`src/addr_mode_pkg.sv`:
```
`default_nettype none
package addr_mode_pkg;

	// Addressing modes as seen after prebyte resolution
	typedef enum logic [3:0] {
		M_INH   = 4'h0,
		M_IMM   = 4'h1,
		M_DIR_S = 4'h2,
		M_DIR_L = 4'h3,
		M_IDX0  = 4'h4,
		M_IDX_S = 4'h5,
		M_IDX_L = 4'h6,
		M_IND_S = 4'h7,
		M_IND_L = 4'h8,
		M_IIX_S = 4'h9,
		M_IIX_L = 4'hA,
		M_REL_D = 4'hB,
		M_REL_I = 4'hC
	} mode_t;

	// Operation families by the mode set they accept
	typedef enum logic [1:0] {
		OP_INH   = 2'h0,
		OP_FULL  = 2'h1,
		OP_SHORT = 2'h2,
		OP_REL   = 2'h3
	} op_class_t;

	// Sequencer states, Gray along idle-arg1-arg2-fin
	typedef enum logic [2:0] {
		S_IDLE = 3'h0,
		S_ARG1 = 3'h1,
		S_ARG2 = 3'h3,
		S_PTR1 = 3'h2,
		S_PTR2 = 3'h6,
		S_FIN  = 3'h7
	} state_t;

	////////////////////////////////////////////////////////////////////
	// Prebyte codes
	localparam logic [7:0] PRE_SECOND_INDEX    = 8'h90;
	localparam logic [7:0] PRE_SECOND_INDIRECT = 8'h91;
	localparam logic [7:0] PRE_INDIRECT        = 8'h92;

	// Reset values
	localparam logic [15:0] ADDR_RST  = 16'h0000;
	localparam logic [7:0]  ZERO_PAGE = 8'h00;
	localparam logic [1:0]  RST_SYNC_RST = 2'h0;

	////////////////////////////////////////////////////////////////////
	// Bytes that follow the opcode
	function automatic logic [1:0] mode_len(input mode_t m);
		unique case (m)
			M_INH, M_IDX0:   mode_len = 2'h0;
			M_DIR_L, M_IDX_L: mode_len = 2'h2;
			default:         mode_len = 2'h1;
		endcase
	endfunction : mode_len

	// Modes that read a pointer or offset from memory
	function automatic logic is_indirect(input mode_t m);
		is_indirect = m inside {M_IND_S, M_IND_L, M_IIX_S, M_IIX_L,
			M_REL_I};
	endfunction : is_indirect

	// Modes whose pointer value is a word
	function automatic logic long_ptr(input mode_t m);
		long_ptr = m inside {M_IND_L, M_IIX_L};
	endfunction : long_ptr

	// Direct and indexed forms turned into their indirect twins
	function automatic mode_t to_indirect(input mode_t m);
		unique case (m)
			M_DIR_S: to_indirect = M_IND_S;
			M_DIR_L: to_indirect = M_IND_L;
			M_IDX_S: to_indirect = M_IIX_S;
			M_IDX_L: to_indirect = M_IIX_L;
			M_REL_D: to_indirect = M_REL_I;
			default: to_indirect = m;
		endcase
	endfunction : to_indirect

	// Which operation family accepts which mode
	function automatic logic mode_ok(input op_class_t c, input mode_t m);
		unique case (c)
			OP_INH:   mode_ok = (m == M_INH);
			OP_FULL:  mode_ok = !(m inside {M_INH, M_REL_D, M_REL_I});
			OP_SHORT: mode_ok = m inside {M_INH, M_DIR_S, M_IDX0,
				M_IDX_S, M_IND_S, M_IIX_S};
			OP_REL:   mode_ok = m inside {M_REL_D, M_REL_I};
		endcase
	endfunction : mode_ok

endpackage : addr_mode_pkg
`default_nettype wire

```
`src/ea_if.sv`:
```
`default_nettype none
interface ea_if;
	import addr_mode_pkg::*;

	mode_t       mode;
	logic [7:0]  index;
	logic [15:0] word;
	logic [15:0] next_pc;
	logic [15:0] ea;

	modport calc (input mode, input index, input word, input next_pc,
		output ea);
	modport user (output mode, output index, output word,
		output next_pc, input ea);
endinterface : ea_if
`default_nettype wire

```
`src/ea_calc.sv`:
```
`default_nettype none
module ea_calc
	import addr_mode_pkg::*;
(
	ea_if.calc bus
);

	// Effective address from mode, index, fetched word and next pc
	always_comb begin
		logic [8:0] short_sum;
		short_sum = {1'b0, bus.index} + {1'b0, bus.word[7:0]};
		unique case (bus.mode)
			M_DIR_S, M_IND_S: bus.ea = {ZERO_PAGE, bus.word[7:0]};
			M_DIR_L, M_IND_L: bus.ea = bus.word;
			M_IDX0:           bus.ea = {ZERO_PAGE, bus.index};
			M_IDX_S, M_IIX_S: bus.ea = {7'h00, short_sum};
			M_IDX_L, M_IIX_L: bus.ea = bus.word + {ZERO_PAGE, bus.index};
			M_REL_D, M_REL_I: bus.ea = bus.next_pc +
				{{8{bus.word[7]}}, bus.word[7:0]};
			M_IMM:            bus.ea = bus.next_pc - 16'h0001;
			default:          bus.ea = ADDR_RST;
		endcase
	end

endmodule : ea_calc
`default_nettype wire

```
`src/addr_mode_decoder.sv`:
```
// Summary of operation
// - Inherent instructions are one byte; nothing fetched after opcode.
// - Inherent family covers control, flag, stack and register-only ops.
// - Immediate is opcode plus one literal byte: load/compare/logic/add.
// - Short direct: one address byte, operand within 00 - FF.
// - Long direct: two address bytes, whole 64 Kbyte space.
// - Indexed address is unsigned index register plus instruction offset.
// - Indexed without offset uses the index alone; no byte follows.
// - Short indexed: one offset byte, sum reaches 1FE.
// - Long indexed: two offset bytes, whole 64 Kbyte space.
// - Indirect: pointer address byte follows; operand address read there.
// - Short indirect: byte pointer, operand in 00 - FF, one byte.
// - Long indirect forms read a word pointer via one byte address.
// - Indirect indexed address is index plus fetched pointer value.
// - Short indirect indexed: byte pointer plus index, up to 1FE.
// - Load, compare, logic, add/sub accept short and long memory modes.
// - Read-modify-write, bit, call and jump ops accept short forms only.
// - Relative adds an 8-bit signed offset to the program counter.
// - Direct relative takes the offset byte right after the opcode.
// - Indirect relative reads the offset from memory at given address.
// - Offset adds to pc of next instruction: reach -128 to +127.
// - Prebyte 90 selects the second index register.
// - Prebyte 92 turns direct/indexed/relative into indirect forms.
// - Prebyte 91 makes indirect indexed use the second index register.
`default_nettype none
module addr_mode_decoder
	import addr_mode_pkg::*;
(
	input  wire logic        core_clk_i,
	input  wire logic        arst_n_i,
	input  wire logic        start_i,
	input  wire mode_t       mode_i,
	input  wire op_class_t   op_class_i,
	input  wire logic [7:0]  prebyte_i,
	input  wire logic [15:0] opc_addr_i,
	input  wire logic [7:0]  x_i,
	input  wire logic [7:0]  y_i,
	input  wire logic        mem_ack_i,
	input  wire logic [7:0]  mem_rdata_i,
	output logic             mem_req_o,
	output logic [15:0]      mem_addr_o,
	output logic             busy_o,
	output logic             done_o,
	output logic             err_o,
	output logic [15:0]      ea_o,
	output logic [1:0]       len_o,
	output mode_t            mode_o,
	output logic [7:0]       operand_o,
	output logic [15:0]      next_pc_o
);

	logic [1:0]  rst_sync_q;
	logic        rst_n;
	state_t      st_q;
	mode_t       mode_q;
	mode_t       eff_mode;
	logic        eff_y;
	logic        start_ok;
	logic        take;
	logic [7:0]  idx_q;
	logic [1:0]  len_q;
	logic        bad_q;
	logic [15:0] npc_q;
	logic [15:0] word_q;

	ea_if eif ();

	////////////////////////////////////////////////////////////////////
	// Reset release through two flops; asserts at once
	always_ff @(posedge core_clk_i or negedge arst_n_i) begin
		if (!arst_n_i) begin
			rst_sync_q <= RST_SYNC_RST;
		end else begin
			rst_sync_q <= {rst_sync_q[0], 1'b1};
		end
	end
	assign rst_n = rst_sync_q[1];

	////////////////////////////////////////////////////////////////////
	// Prebyte resolution of mode and index register
	always_comb begin
		eff_mode = mode_i;
		eff_y    = 1'b0;
		unique case (prebyte_i)
			PRE_SECOND_INDEX: begin
				eff_y = mode_i inside {M_INH, M_IMM, M_DIR_S, M_DIR_L,
					M_IDX0, M_IDX_S, M_IDX_L};
			end
			PRE_INDIRECT: begin
				eff_mode = to_indirect(mode_i);
			end
			PRE_SECOND_INDIRECT: begin
				if (mode_i inside {M_IDX_S, M_IDX_L, M_IIX_S, M_IIX_L}) begin
					eff_mode = to_indirect(mode_i);
					eff_y    = 1'b1;
				end
			end
			default: begin
				eff_mode = mode_i;
			end
		endcase
	end

	assign start_ok = mode_ok(op_class_i, eff_mode);
	// Requests while busy are ignored, not queued
	assign take = (st_q == S_IDLE) && start_i;

	////////////////////////////////////////////////////////////////////
	// Sequencer
	always_ff @(posedge core_clk_i or negedge rst_n) begin
		if (!rst_n) begin
			st_q <= S_IDLE;
		end else begin
			unique case (st_q)
				S_IDLE: begin
					if (take) begin
						st_q <= (!start_ok || mode_len(eff_mode) == 2'h0) ?
							S_FIN : S_ARG1;
					end
				end
				S_ARG1: begin
					if (mem_ack_i) begin
						if (len_q == 2'h2) begin
							st_q <= S_ARG2;
						end else if (is_indirect(mode_q)) begin
							st_q <= S_PTR1;
						end else begin
							st_q <= S_FIN;
						end
					end
				end
				S_ARG2: begin
					if (mem_ack_i) begin
						st_q <= S_FIN;
					end
				end
				S_PTR1: begin
					if (mem_ack_i) begin
						st_q <= long_ptr(mode_q) ? S_PTR2 : S_FIN;
					end
				end
				S_PTR2: begin
					if (mem_ack_i) begin
						st_q <= S_FIN;
					end
				end
				S_FIN: begin
					st_q <= S_IDLE;
				end
				default: begin
					st_q <= S_IDLE;
				end
			endcase
		end
	end

	////////////////////////////////////////////////////////////////////
	// Instruction context captured when a request is taken
	always_ff @(posedge core_clk_i or negedge rst_n) begin
		if (!rst_n) begin
			mode_q <= M_INH;
			idx_q  <= ZERO_PAGE;
			len_q  <= 2'h0;
			bad_q  <= 1'b0;
			npc_q  <= ADDR_RST;
		end else if (take) begin
			mode_q <= eff_mode;
			idx_q  <= eff_y ? y_i : x_i;
			len_q  <= mode_len(eff_mode);
			bad_q  <= !start_ok;
			npc_q  <= opc_addr_i + {14'h0000, mode_len(eff_mode)} +
				16'h0001;
		end
	end

	// Operand word; bytes arrive high first
	always_ff @(posedge core_clk_i or negedge rst_n) begin
		if (!rst_n) begin
			word_q <= ADDR_RST;
		end else if (take) begin
			word_q <= ADDR_RST;
		end else if (mem_ack_i) begin
			unique case (st_q)
				S_ARG1: word_q <= {ZERO_PAGE, mem_rdata_i};
				S_ARG2: word_q <= {word_q[7:0], mem_rdata_i};
				S_PTR1: word_q <= long_ptr(mode_q) ?
					{mem_rdata_i, ZERO_PAGE} : {ZERO_PAGE, mem_rdata_i};
				S_PTR2: word_q <= {word_q[15:8], mem_rdata_i};
				default: word_q <= word_q;
			endcase
		end
	end

	////////////////////////////////////////////////////////////////////
	// Memory port; request held until acknowledged
	always_ff @(posedge core_clk_i or negedge rst_n) begin
		if (!rst_n) begin
			mem_req_o  <= 1'b0;
			mem_addr_o <= ADDR_RST;
		end else if (take) begin
			mem_req_o  <= start_ok && mode_len(eff_mode) != 2'h0;
			mem_addr_o <= opc_addr_i + 16'h0001;
		end else if (mem_ack_i && mem_req_o) begin
			unique case (st_q)
				S_ARG1: begin
					if (len_q == 2'h2) begin
						mem_addr_o <= mem_addr_o + 16'h0001;
					end else begin
						mem_addr_o <= {ZERO_PAGE, mem_rdata_i};
					end
					mem_req_o <= (len_q == 2'h2) || is_indirect(mode_q);
				end
				S_PTR1: begin
					mem_req_o  <= long_ptr(mode_q);
					mem_addr_o <= mem_addr_o + 16'h0001;
				end
				default: begin
					mem_req_o <= 1'b0;
				end
			endcase
		end
	end

	////////////////////////////////////////////////////////////////////
	// Address unit
	assign eif.mode    = mode_q;
	assign eif.index   = idx_q;
	assign eif.word    = word_q;
	assign eif.next_pc = npc_q;

	ea_calc u_ea_calc (
		.bus (eif.calc)
	);

	// Result registers; done is a one-cycle pulse after fin
	always_ff @(posedge core_clk_i or negedge rst_n) begin
		if (!rst_n) begin
			busy_o    <= 1'b0;
			done_o    <= 1'b0;
			err_o     <= 1'b0;
			ea_o      <= ADDR_RST;
			len_o     <= 2'h0;
			mode_o    <= M_INH;
			operand_o <= ZERO_PAGE;
			next_pc_o <= ADDR_RST;
		end else begin
			busy_o <= take || (busy_o && st_q != S_FIN);
			done_o <= (st_q == S_FIN);
			if (st_q == S_FIN) begin
				err_o     <= bad_q;
				ea_o      <= bad_q ? ADDR_RST : eif.ea;
				len_o     <= len_q;
				mode_o    <= mode_q;
				operand_o <= word_q[7:0];
				next_pc_o <= npc_q;
			end
		end
	end
endmodule : addr_mode_decoder
`default_nettype wire

```
`config.mk`:
```
export PLATFORM = sky130hd
export DESIGN_NAME = addr_mode_decoder
export DESIGN_NICKNAME = d
export VERILOG_FILES = /design/src/addr_mode_pkg.sv /design/src/ea_if.sv /design/src/ea_calc.sv /design/src/addr_mode_decoder.sv
export SDC_FILE = /design/constraint.sdc
export NUM_CORES = 1
export LEC_CHECK = 0
export ABC_AREA = 0
export BUFFER_PORTS_ARGS = -buffer_cell sky130_fd_sc_hd__buf_4
export CORE_MARGIN = 2
export CORE_UTILIZATION = 60
export DETAILED_ROUTE_END_ITERATION = 6
export GPL_TIMING_DRIVEN = 0
export PLACE_DENSITY = 0.84
export RECOVER_POWER = 25
export SYNTH_ARGS = -nofsm -noshare
export SYNTH_HDL_FRONTEND = slang
export SYNTH_SLANG_ARGS = --single-unit
export TNS_END_PERCENT = 20
```
`constraint.sdc`:
```
create_clock -name core_clk_i -period 8.6 [get_ports core_clk_i]
set_input_delay 1.72 -clock core_clk_i [delete_from_list [all_inputs] [get_ports core_clk_i]]
set_output_delay 1.72 -clock core_clk_i [all_outputs]
set_load 0.05 [all_outputs]
```
==> impl_metrics.yaml, run 1 <==
logic_synthesis:
  synthesis.nets: 969
  synth_seq_cells: 118
  synth_cells: 879
  yosys_warnings: 0
  yosysMostFrequentCell: "nand2_1"
  ys.flop_type: "dfrtp_1"
  ys_seq_area_frac: 0.3847
  synth-edff-count: 0
  synth_top_area_cell: "dfrtp_1"
  syn-cell-area_um2: 7676
  synthTopCellsByCount: "nand2_1 (138), dfrtp_1 (118), o21ai_0 (109)"
  synth.avg_cell_area_um2: 8.733
  yosys.area.top_type_share: 0.3847
  synth_area_leaders: "dfrtp_1 (38%), o21ai_0 (7.1%), nand2_1 (6.7%)"
  ys_types: 67
  synth-async-reset-ratio: 1.000
job:
  cap_viol_max_count: 2
global_routing:
  gr-total-overflow: 0
  antenna_found_initial: 0
  track_usage: 0.3483
  grt_pass1_wl_um: 36210
  grt_pass1_vias: 7042
  grt_max_degree: 71
timing:
  rsz0062_at_grt: "no"
  slew_headroom: -1.526
  clock-skew-final_ps: 7.441
  period_share: 0.5940
  fmax_ghz: 0.1957
  setup_violations: 0
  slew_violations: 119
  finalSetupTns_ps: 0
  fin_crit_ps: 5109
  tightestPinTransition_ps: 3790
  hold_viol_final: 0
critical_path:
  timing.rr.start: "rst_sync_q[1]"
  crit_cells: 1
  cp_num_buf_inv: 1
  arrival_ps: 4770
  regToRegSetupSlack_ps: 3490
  cp_data_required_time_ps: 8260
  slowest_delay_ps: 2740
  r2r_cells: 1
  critPathMaxFanout: 70
  path_class: "reg2async"
  r2r-end: "st_q[1]"
  cp-start-kind: "register"
  slowest_stage: "clkbuf_1"
  crit_chain: "clkbuf_1"
  crit_family: "buffers and inverters"
  end_kind: "asynchronous set/reset pin"
route:
  avgViaCountPerCell: 6.167
  wl_met3_um: 2039
  dr.max_layer_used: "met4"
  post_drt_wl_per_cell_um: 18.79
  dr_total_vias: 7388
  drc_errors: 0
  drtPass1Iterations: 6
  ant_nets: 0
  m1WireLength_um: 8855
  wl_um: 22520
  drt_iter0_drc: 761
  routed-wl-met2_um: 10310
finish:
  layout-drive-gt1-share: 0.1793
  multi_input_comb_area_um2: 4477
  seq_area_um2: 2953
  fin_cells: 1198
  syn_to_final_growth_pct: 21.60
  fillers: 944
  n_antenna_cell: 0
  nets: 1104
power:
  swShare: 0.4910
  comb_power_share: 0.584
  power.share.clock: 0.169
  power.density_nw_per_um2: 450.0
  pwr-share-seq: 0.247
  p_leak_nw: 4.384
  power_switching_mw: 2.062
  p_int_mw: 2.138
  vdd_ir_drop_max_mv: 0.2475
status:
  run_status: "finished with violations"
  violations: "max-capacitance violations, max-slew violations"
clock_network:
  cts_tree: "yes"
  cts_made_buffers: 17
  htreeDepth: 4
  clk_pin_slew_worst_paths_ps: 50
  cts_root_buf: "clkbuf_16"
  numClockSinks: 118
  clockBufferDepth: 2
  cts_resized: 0
  ctsHoldBuffers: 0
  post_cts_buffers: 0
  worst_skew_pair.late_latency_ps: 430
placement:
  port_buffers: 115
  dp_hpwl_um: 16600
  gp_congestion: 0.9690
  numPlacedInstances: 1167
worst_hold_path:
  whs_endpoint: "rst_sync_q[1]"
  min_path_type: "reg2reg"
  hold_depth: 0
  hp-start: "rst_sync_q[0]"
floorplanning:
  die_w_um: 117.1
  core-area_um2: 12570
  die_area_um2: 13710
  num_rows: 41
  io_pins: 124
  die_h_um: 117.1
  start_util: 0.6108
==> worst max path at each step <==
stage / from / endpoint / slack (ps)
finish: rst_sync_q[1] / st_q[1] / 3490
global placement: rst_sync_q[1] / mem_addr_o[6] / 3850
floorplan: prebyte_i[6] / eif.next_pc[11] / 4500
CTS: prebyte_i[6] / eif.next_pc[13] / 4200
global route: rst_sync_q[1] / mem_addr_o[6] / 2570
detailed placement: prebyte_i[6] / eif.next_pc[13] / 3810
==> state kept, by name, indices dropped and copies added (netlist names), 3 cells and up <==
name	flops
eif.next_pc	16
eif.mode	4
eif.index	8
mem_addr_o	16
next_pc_o	16
ea_o	16
mode_o	4
operand_o	8
eif.word	16
st_q	3
==> final cells by class <==
type | count | share of cell area
Buffer | 47 | 0.01957
Inverter | 17 | 0.006836
Clock buffer | 20 | 0.04786
Clock inverter | 11 | 0.01421
Tap cell | 172 | 0.02306
Sequential cell | 118 | 0.3164
Multi-Input combinational cell | 697 | 0.4796
Timing Repair Buffer | 116 | 0.09249
==> per-layer routing <==
metal / GRT usage / vias up
met4: 0.2008 / 0
met3: 0.09732 / 97
met2: 0.5368 / 388
met5: 0 / -
met1: 0.4417 / 3477
li1: - / 3426
==> cell families after synthesis <==
group                    count (synthesis)  synth area share
AND/OR/NAND/NOR                        304            0.1847
AO/OA/AOI/OAI                          260            0.2181
buffers and inverters                   64           0.03211
multiplexers                            38           0.05395
adder cells (fa/ha/maj)                 33           0.05640
other                                    1         0.0004885
XOR/XNOR                                61           0.06960
flip-flops                             118            0.3847
==> cells in the final DEF, fill, tap and decap left out, types with 11 or more instances in the layout <==
cell | Yosys | final
nand2_1 | 138 | 138
dfrtp_1 | 118 | 118
buf_4 | 0 | 114
o21ai_0 | 109 | 109
nor2_1 | 53 | 53
clkbuf_1 | 35 | 39
xnor2_1 | 33 | 33
a21oi_1 | 30 | 30
ha_1 | 29 | 29
xor2_1 | 28 | 28
mux2_2 | 27 | 27
nand3_1 | 24 | 24
and3_1 | 19 | 19
inv_1 | 17 | 17
a22o_1 | 17 | 17
clkbuf_16 | 0 | 17
a22oi_1 | 16 | 16
nand2b_1 | 14 | 14
a21o_1 | 13 | 13
nor2b_1 | 12 | 12
mux2i_1 | 11 | 11
==> power by group through the flow <==
stage,Clock [mW],Sequential (mW),Combinational [mW]
2_1_floorplan,0,1.37,1.36
3_3_place_gp,0,1.03,2.33
3_5_place_dp,0,1.03,2.38
4_1_cts,0.710,1.03,2.41
5_1_grt,0.737,1.07,2.68
6_report,0.710,1.04,2.45
==> stage by stage <==
stage / total power [mW] / worst slack (ps) / cell area, um^2 / util / hold WS, ps
floorplan: 2.729 / 4499 / 7676 / - / 331.2
global placement: 3.357 / 3854 / 8755 / 0.6966 / 335.3
detailed placement: 3.415 / 3808 / 8786 / 0.6991 / 342.5
CTS: 4.146 / 4204 / 9365 / 0.7451 / 363.8
global route: 4.478 / 2573 / 9334 / 0.7427 / 369.2
finish: 4.200 / 3491 / 9334 / 0.7427 / 360.0
No activity file was read; power rests on OpenSTA's default activity.
==> inputs of run 2 (changes only) <==
ABC_AREA = 1   (was 0)
CORE_UTILIZATION = 52   (was 60)
PLACE_DENSITY = 0.77   (was 0.84)
clock period = 4.15 ns   (was 8.6 ns; I/O delays follow)
==> run 2 against run 1 <==
The flow still finishes with violations (max-capacitance violations, max-slew violations). Die area rose by 19%. Non-clock buffer count shrank 12. Final area increased by 4.5%.
==> impl_metrics.yaml, run 2 <==
status:
  violations: "max-capacitance violations, max-slew violations"
  run_status: "finished with violations"
power:
  power_switching_mw: 4.599
  power.share.clock: 0.180
  vdd_ir_drop_max_mv: 0.4965
  p_int_mw: 4.411
  power.density_nw_per_um2: 923.6
  p_total_mw: 9.009
  pwr-share-seq: 0.241
  comb_power_share: 0.579
  p_leak_nw: 5.026
  swShare: 0.5104
floorplanning:
  die_w_um: 127.6
  core-area_um2: 15090
  num_rows: 45
  io_pins: 124
  die_area_um2: 16290
  die_h_um: 127.6
  start_util: 0.5268
clock_network:
  cts_resized: 0
  cts_made_buffers: 17
  clk_pin_slew_worst_paths_ps: 60
  clockBufferDepth: 2
  cts_root_buf: "clkbuf_16"
  post_cts_buffers: 0
  worst_skew_pair.late_latency_ps: 430
  htreeDepth: 4
  numClockSinks: 118
  ctsHoldBuffers: 0
  cts_tree: "yes"
route:
  ant_nets: 0
  wl_um: 23650
  post_drt_wl_per_cell_um: 16.01
  drc_errors: 0
  dr_total_vias: 8290
  routed-wl-met2_um: 11090
  dr.max_layer_used: "met4"
  drtPass1Iterations: 5
  wl_met3_um: 1576
  m1WireLength_um: 10320
  avgViaCountPerCell: 5.613
  drt_iter0_drc: 651
job:
  cap_viol_max_count: 1
global_routing:
  grt_max_degree: 62
  antenna_found_initial: 0
  grt_pass1_vias: 7747
  gr-total-overflow: 0
  grt_pass1_wl_um: 38480
  track_usage: 0.3000
critical_path:
  r2r_cells: 23
  end_kind: "register"
  path_common_cell: "nand2_1"
  timing.rr.start: "eif.mode[0]"
  cp-start-kind: "register"
  cp_data_required_time_ps: 4460
  crit_family: "simple AND/OR/NAND/NOR gates"
  r2r-end: "ea_o[12]"
  slowest_stage: "dfrtp_1"
  critPathMaxFanout: 10
  arrival_ps: 3680
  regToRegSetupSlack_ps: 780
  slowest_delay_ps: 420
  cp_num_buf_inv: 4
  path_class: "reg2reg"
  crit_chain: "inv_1 > nor2_1 > nand2_1 > clkbuf_1 > nand2_1 > ha_1 > inv_1 > fa_1 > nand3_1 > nand2_1 > inv_1 > nor2_1 > nor2_1 > o21ai_0 > nand2_1 > a31oi_1 > nand2_1 > nand2_1 > nand2_1 > nand3_1 > nand2_1 > nand2_1 > nand2_1"
  crit_cells: 23
logic_synthesis:
  synth-edff-count: 0
  syn-cell-area_um2: 7949
  ys_seq_area_frac: 0.3715
  ys.flop_type: "dfrtp_1"
  synthTopCellsByCount: "nand2_1 (306), inv_1 (145), dfrtp_1 (118)"
  synth_cells: 1137
  synth.avg_cell_area_um2: 6.991
  synth_area_leaders: "dfrtp_1 (37%), nand2_1 (14%), o21ai_0 (7.3%)"
  yosysMostFrequentCell: "nand2_1"
  yosys.area.top_type_share: 0.3715
  synth_top_area_cell: "dfrtp_1"
  ys_types: 54
  synth-async-reset-ratio: 1.000
  yosys_warnings: 0
  synth_seq_cells: 118
  synthesis.nets: 1227
placement:
  dp_hpwl_um: 18110
  place_area_um2: 9116
  port_buffers: 120
  place_ws_ps: 369.6
  gp_congestion: 0.9312
finish:
  final_cell_mix: "nand2_1 (306), inv_1 (145), buf_4 (120)"
  seq_area_um2: 2953
  fillers: 1335
  final_area_um2: 9754
  syn_to_final_growth_pct: 22.71
  final_common_cell: "nand2_1"
  layout-drive-gt1-share: 0.1552
  final_util: 0.6464
  n_antenna_cell: 0
  multi_input_comb_area_um2: 4280
  nets: 1367
worst_hold_path:
  min_path_type: "in2async"
timing:
  tightestPinTransition_ps: 2529
  rsz0062_at_grt: "no"
  final.setup.worst_slack_ps: 780.5
  slew_violations: 61
  fin_crit_ps: 3370
  period_share: 0.8119
  hold_viol_final: 0
  fmax_ghz: 0.2968
  setup_violations: 0
  hold_slack_ps: 178.5
  slew_headroom: -0.6859
  clock-skew-final_ps: 10.89
-- run 2: cell types whose count changed after synthesis, moves of 14 or more --
cell      delta
xnor2_1     -30
mux2_2      -26
nand2_1    +168
inv_1      +128
and3_1      -18
nor2_1      +45
nand2b_1    -14
a21oi_1     +33
nand3_1     +49
-- run 2: area by class of cell --
| class | count | share of cell area |
|---|---|---|
| Buffer | 30 | 0.01334 |
| Clock buffer | 19 | 0.04541 |
| Clock inverter | 12 | 0.02078 |
| Inverter | 156 | 0.06003 |
| Multi-Input combinational cell | 833 | 0.4388 |
| Sequential cell | 118 | 0.3027 |
| Tap cell | 188 | 0.02411 |
| Timing Repair Buffer | 121 | 0.09479 |
-- run 2: worst reg2reg max path, cell delays in order (launching register included) --
cell,delay [ps]
dfrtp_1,420
inv_1,120
nor2_1,70
nand2_1,240
clkbuf_1,400
nand2_1,110
ha_1,190
inv_1,90
fa_1,220
nand3_1,80
nand2_1,100
inv_1,50
nor2_1,80
nor2_1,60
o21ai_0,200
nand2_1,130
a31oi_1,230
nand2_1,110
nand2_1,70
nand2_1,50
nand3_1,80
nand2_1,50
nand2_1,60
nand2_1,50
-- run 2: worst max path at each step --
stage                                  to     startpoint  slack [ps]
after detailed placement  eif.next_pc[12]   prebyte_i[5]         370
final                            ea_o[12]    eif.mode[0]         780
after CTS                  eif.next_pc[8]   prebyte_i[5]         790
after floorplan                     bad_q  rst_sync_q[1]         620
after global placement           ea_o[12]  rst_sync_q[1]        -750
after global routing             ea_o[12]    eif.mode[0]         410
-- run 2: metrics by stage --
| step | std cells | setup TNS, ps |
|---|---|---|
| after CTS | 1477 | 0 |
| after global placement | 1445 | -86370 |
| after detailed placement | 1446 | 0 |
| after floorplan | 1137 | 0 |
| final | 1477 | 0 |
| after global routing | 1477 | 0 |
-- run 2: logic make-up after synthesis --
group | Yosys count | share of synthesized area
adder cells (fa/ha/maj) | 32 | 0.05320
XOR/XNOR | 18 | 0.01983
other | 1 | 0.0004718
AO/OA/AOI/OAI | 253 | 0.1818
AND/OR/NAND/NOR | 528 | 0.2818
flip-flops | 118 | 0.3715
multiplexers | 1 | 0.001417
buffers and inverters | 186 | 0.09004
-- run 2: power by group through the flow --
stage / logic, mW / clock network, mW / registers, mW
global placement: 5.03 / 0 / 2.17
global route: 5.78 / 1.70 / 2.22
floorplan: 2.85 / 0 / 2.95
detailed placement: 5.12 / 0 / 2.17
CTS: 5.16 / 1.64 / 2.16
finish: 5.22 / 1.62 / 2.17
-- run 2: per-layer routing --
layer	vias to the layer above	GRT usage
met2	330	0.4838
met4	0	0.1092
met1	3868	0.4027
met3	56	0.05988
met5	-	0
li1	4036	-
==> inputs of run 3 (changes only) <==
ABC_AREA = 0   (was 1)
CORE_UTILIZATION = 58   (was 52)
PLACE_DENSITY = 0.82   (was 0.77)
clock period = 3.35 ns   (was 4.15 ns; I/O delays follow)
==> run 3 against run 2 <==
The run still ends with max-capacitance violations, max-slew violations left. Setup slack got worse by 760 ps. Via count is 11% lower. Cell count is 18% lower. Utilization is 8.5 points higher. Sequential share of layout area up 0.67 points. Worst hold slack got worse by 160 ps. Register-to-register slack got worse by 760 ps. Clock skew decreased by 2.6 ps. Critical path depth is 10 lower. Die area decreased by 13%. Count of clock-buffer cells in the layout up 3. Final area down 1.9%.
==> impl_metrics.yaml, run 3 (synthesis results as in run 1) <==
route:
  drc_errors: 0
  wl_um: 22560
  drt_iter0_drc: 692
  post_drt_wl_per_cell_um: 18.63
  ant_nets: 0
  avgViaCountPerCell: 6.099
  dr_total_vias: 7386
  drtPass1Iterations: 5
critical_path:
  r2r-end: "ea_o[12]"
  crit_chain: "buf_6 > or3_4 > nand2_2 > ha_4 > inv_1 > fa_2 > a21o_1 > a221oi_4 > a21oi_2 > a211o_1 > a21o_1 > xor2_2 > a221o_1"
  r2r_cells: 13
  slowest_stage: "dfrtp_1"
  critPathMaxFanout: 10
  arrival_ps: 3640
  cp-start-kind: "register"
  cp-endpoint: "ea_o[12]"
  crit_start: "eif.mode[3]"
  regToRegSetupSlack_ps: 20
  end_kind: "register"
  path_class: "reg2reg"
  crit_family: "compound AO/OA/AOI/OAI gates"
  timing.rr.start: "eif.mode[3]"
  path_common_cell: "a21o_1"
  crit_cells: 13
  cp_num_buf_inv: 2
  cp_data_required_time_ps: 3660
  slowest_delay_ps: 420
global_routing:
  gr-usage-met1: 0.4313
  grt_max_degree: 68
  busiest_layer: "met2"
  gr-total-overflow: 0
  grt_pass1_vias: 6988
  met2_usage: 0.5158
  grt_pass1_wl_um: 35910
  antenna_found_initial: 0
  grtUsageMet3: 0.06897
  track_usage: 0.3257
floorplanning:
  die_w_um: 119.0
  die_h_um: 119.0
  core-area_um2: 13090
  io_pins: 124
  die_area_um2: 14170
  num_rows: 42
  start_util: 0.5866
finish:
  final_common_cell: "nand2_1"
  fillers: 992
  nets: 1112
  fin_cells: 1211
  layout-drive-gt1-share: 0.2135
  n_antenna_cell: 0
  final_cell_mix: "nand2_1 (136), buf_4 (126), dfrtp_1 (112)"
  final_util: 0.7311
  final_area_um2: 9567
  syn_to_final_growth_pct: 24.63
clock_network:
  clockBufferDepth: 2
  worst_skew_pair.late_latency_ps: 430
  clk_pin_slew_worst_paths_ps: 60
  numClockSinks: 118
  ctsHoldBuffers: 0
  htreeDepth: 4
  cts_made_buffers: 17
  cts_root_buf: "clkbuf_16"
  cts_tree: "yes"
timing:
  period_share: 0.9940
  clock-skew-final_ps: 8.273
  setup_violations: 0
  hold_viol_final: 0
  fin_crit_ps: 3330
  final.setup.worst_slack_ps: 20.05
  slew_headroom: -0.2647
  finalSetupTns_ps: 0
  fmax_ghz: 0.3003
  rsz0062_at_grt: "yes"
  hold_slack_ps: 18.53
  slew_violations: 51
  tightestPinTransition_ps: 1897
power:
  p_leak_nw: 4.449
  vdd_ir_drop_max_mv: 0.5570
  p_total_mw: 11.18
  power.density_nw_per_um2: 1169
placement:
  numPlacedInstances: 1171
  place_ws_ps: -526.4
  dp_hpwl_um: 16350
  gp_congestion: 0.9902
  place_area_um2: 8791
  port_buffers: 115
worst_hold_path:
  min_path_type: "in2async"
status:
  run_status: "finished with violations"
  violations: "max-capacitance violations, max-slew violations"
job:
  cap_viol_max_count: 1
[run 3: changes by cell type in the layout (fill, tap and decap cells not counted), moves of 13 or more]
cell,change
nand3_1,-49
nand2b_1,+13
nand2_1,-170
mux2_2,+26
a22o_1,+13
nor2_1,-45
inv_1,-129
a21oi_1,-35
and3_1,+18
xnor2_1,+30
[run 3: layout make-up]
type | count | area [um^2] | area share
buffer | 43 | 172.7 | 0.01805
clock buffer | 22 | 474.2 | 0.04957
clock inverter | 10 | 102.6 | 0.01072
inverter | 17 | 63.81 | 0.006670
multi-input combinational | 697 | 4616 | 0.4825
sequential | 118 | 2960 | 0.3094
tap | 176 | 220.2 | 0.02302
timing repair buffer | 128 | 957.2 | 0.1001
[run 3: how the worst min path moves through the flow]
stage / from / to / slack (ps) / cells past startpoint
CTS: arst_n_i / rst_sync_q[1] / 6 / 1
floorplan: rst_sync_q[0] / rst_sync_q[1] / 330 / 0
global placement: rst_sync_q[0] / rst_sync_q[1] / 330 / 0
finish: arst_n_i / rst_sync_q[1] / 20 / 1
detailed placement: rst_sync_q[0] / rst_sync_q[1] / 340 / 0
global route: arst_n_i / rst_sync_q[0] / 20 / 1
[run 3: routing by layer]
| layer | routed length, um | vias up | part of all wire |
|---|---|---|---|
| li1 | - | 3446 | - |
| met5 | 0 | - | 0 |
| met3 | 1879 | 61 | 0.083 |
| met2 | 10530 | 368 | 0.47 |
| met1 | 9308 | 3511 | 0.41 |
| met4 | 841 | 0 | 0.037 |
[run 3: repair_timing]
| item | 4_1_cts | 5_1_grt |
|---|---|---|
| resized for setup | 21 | 12 |
| setup endpoints to repair | 10 | 9 |
| cloned | 0 | 0 |
| pin swaps | 13 | 11 |
| setup buffers | 9 | 3 |
| hold endpoints to repair | 0 | 0 |
[run 3: report_power, final]
part           switching [mW]  internal, mW
combinational            4.09          2.58
clock                   0.642          1.14
sequential              0.706          2.01
total                    5.44          5.74
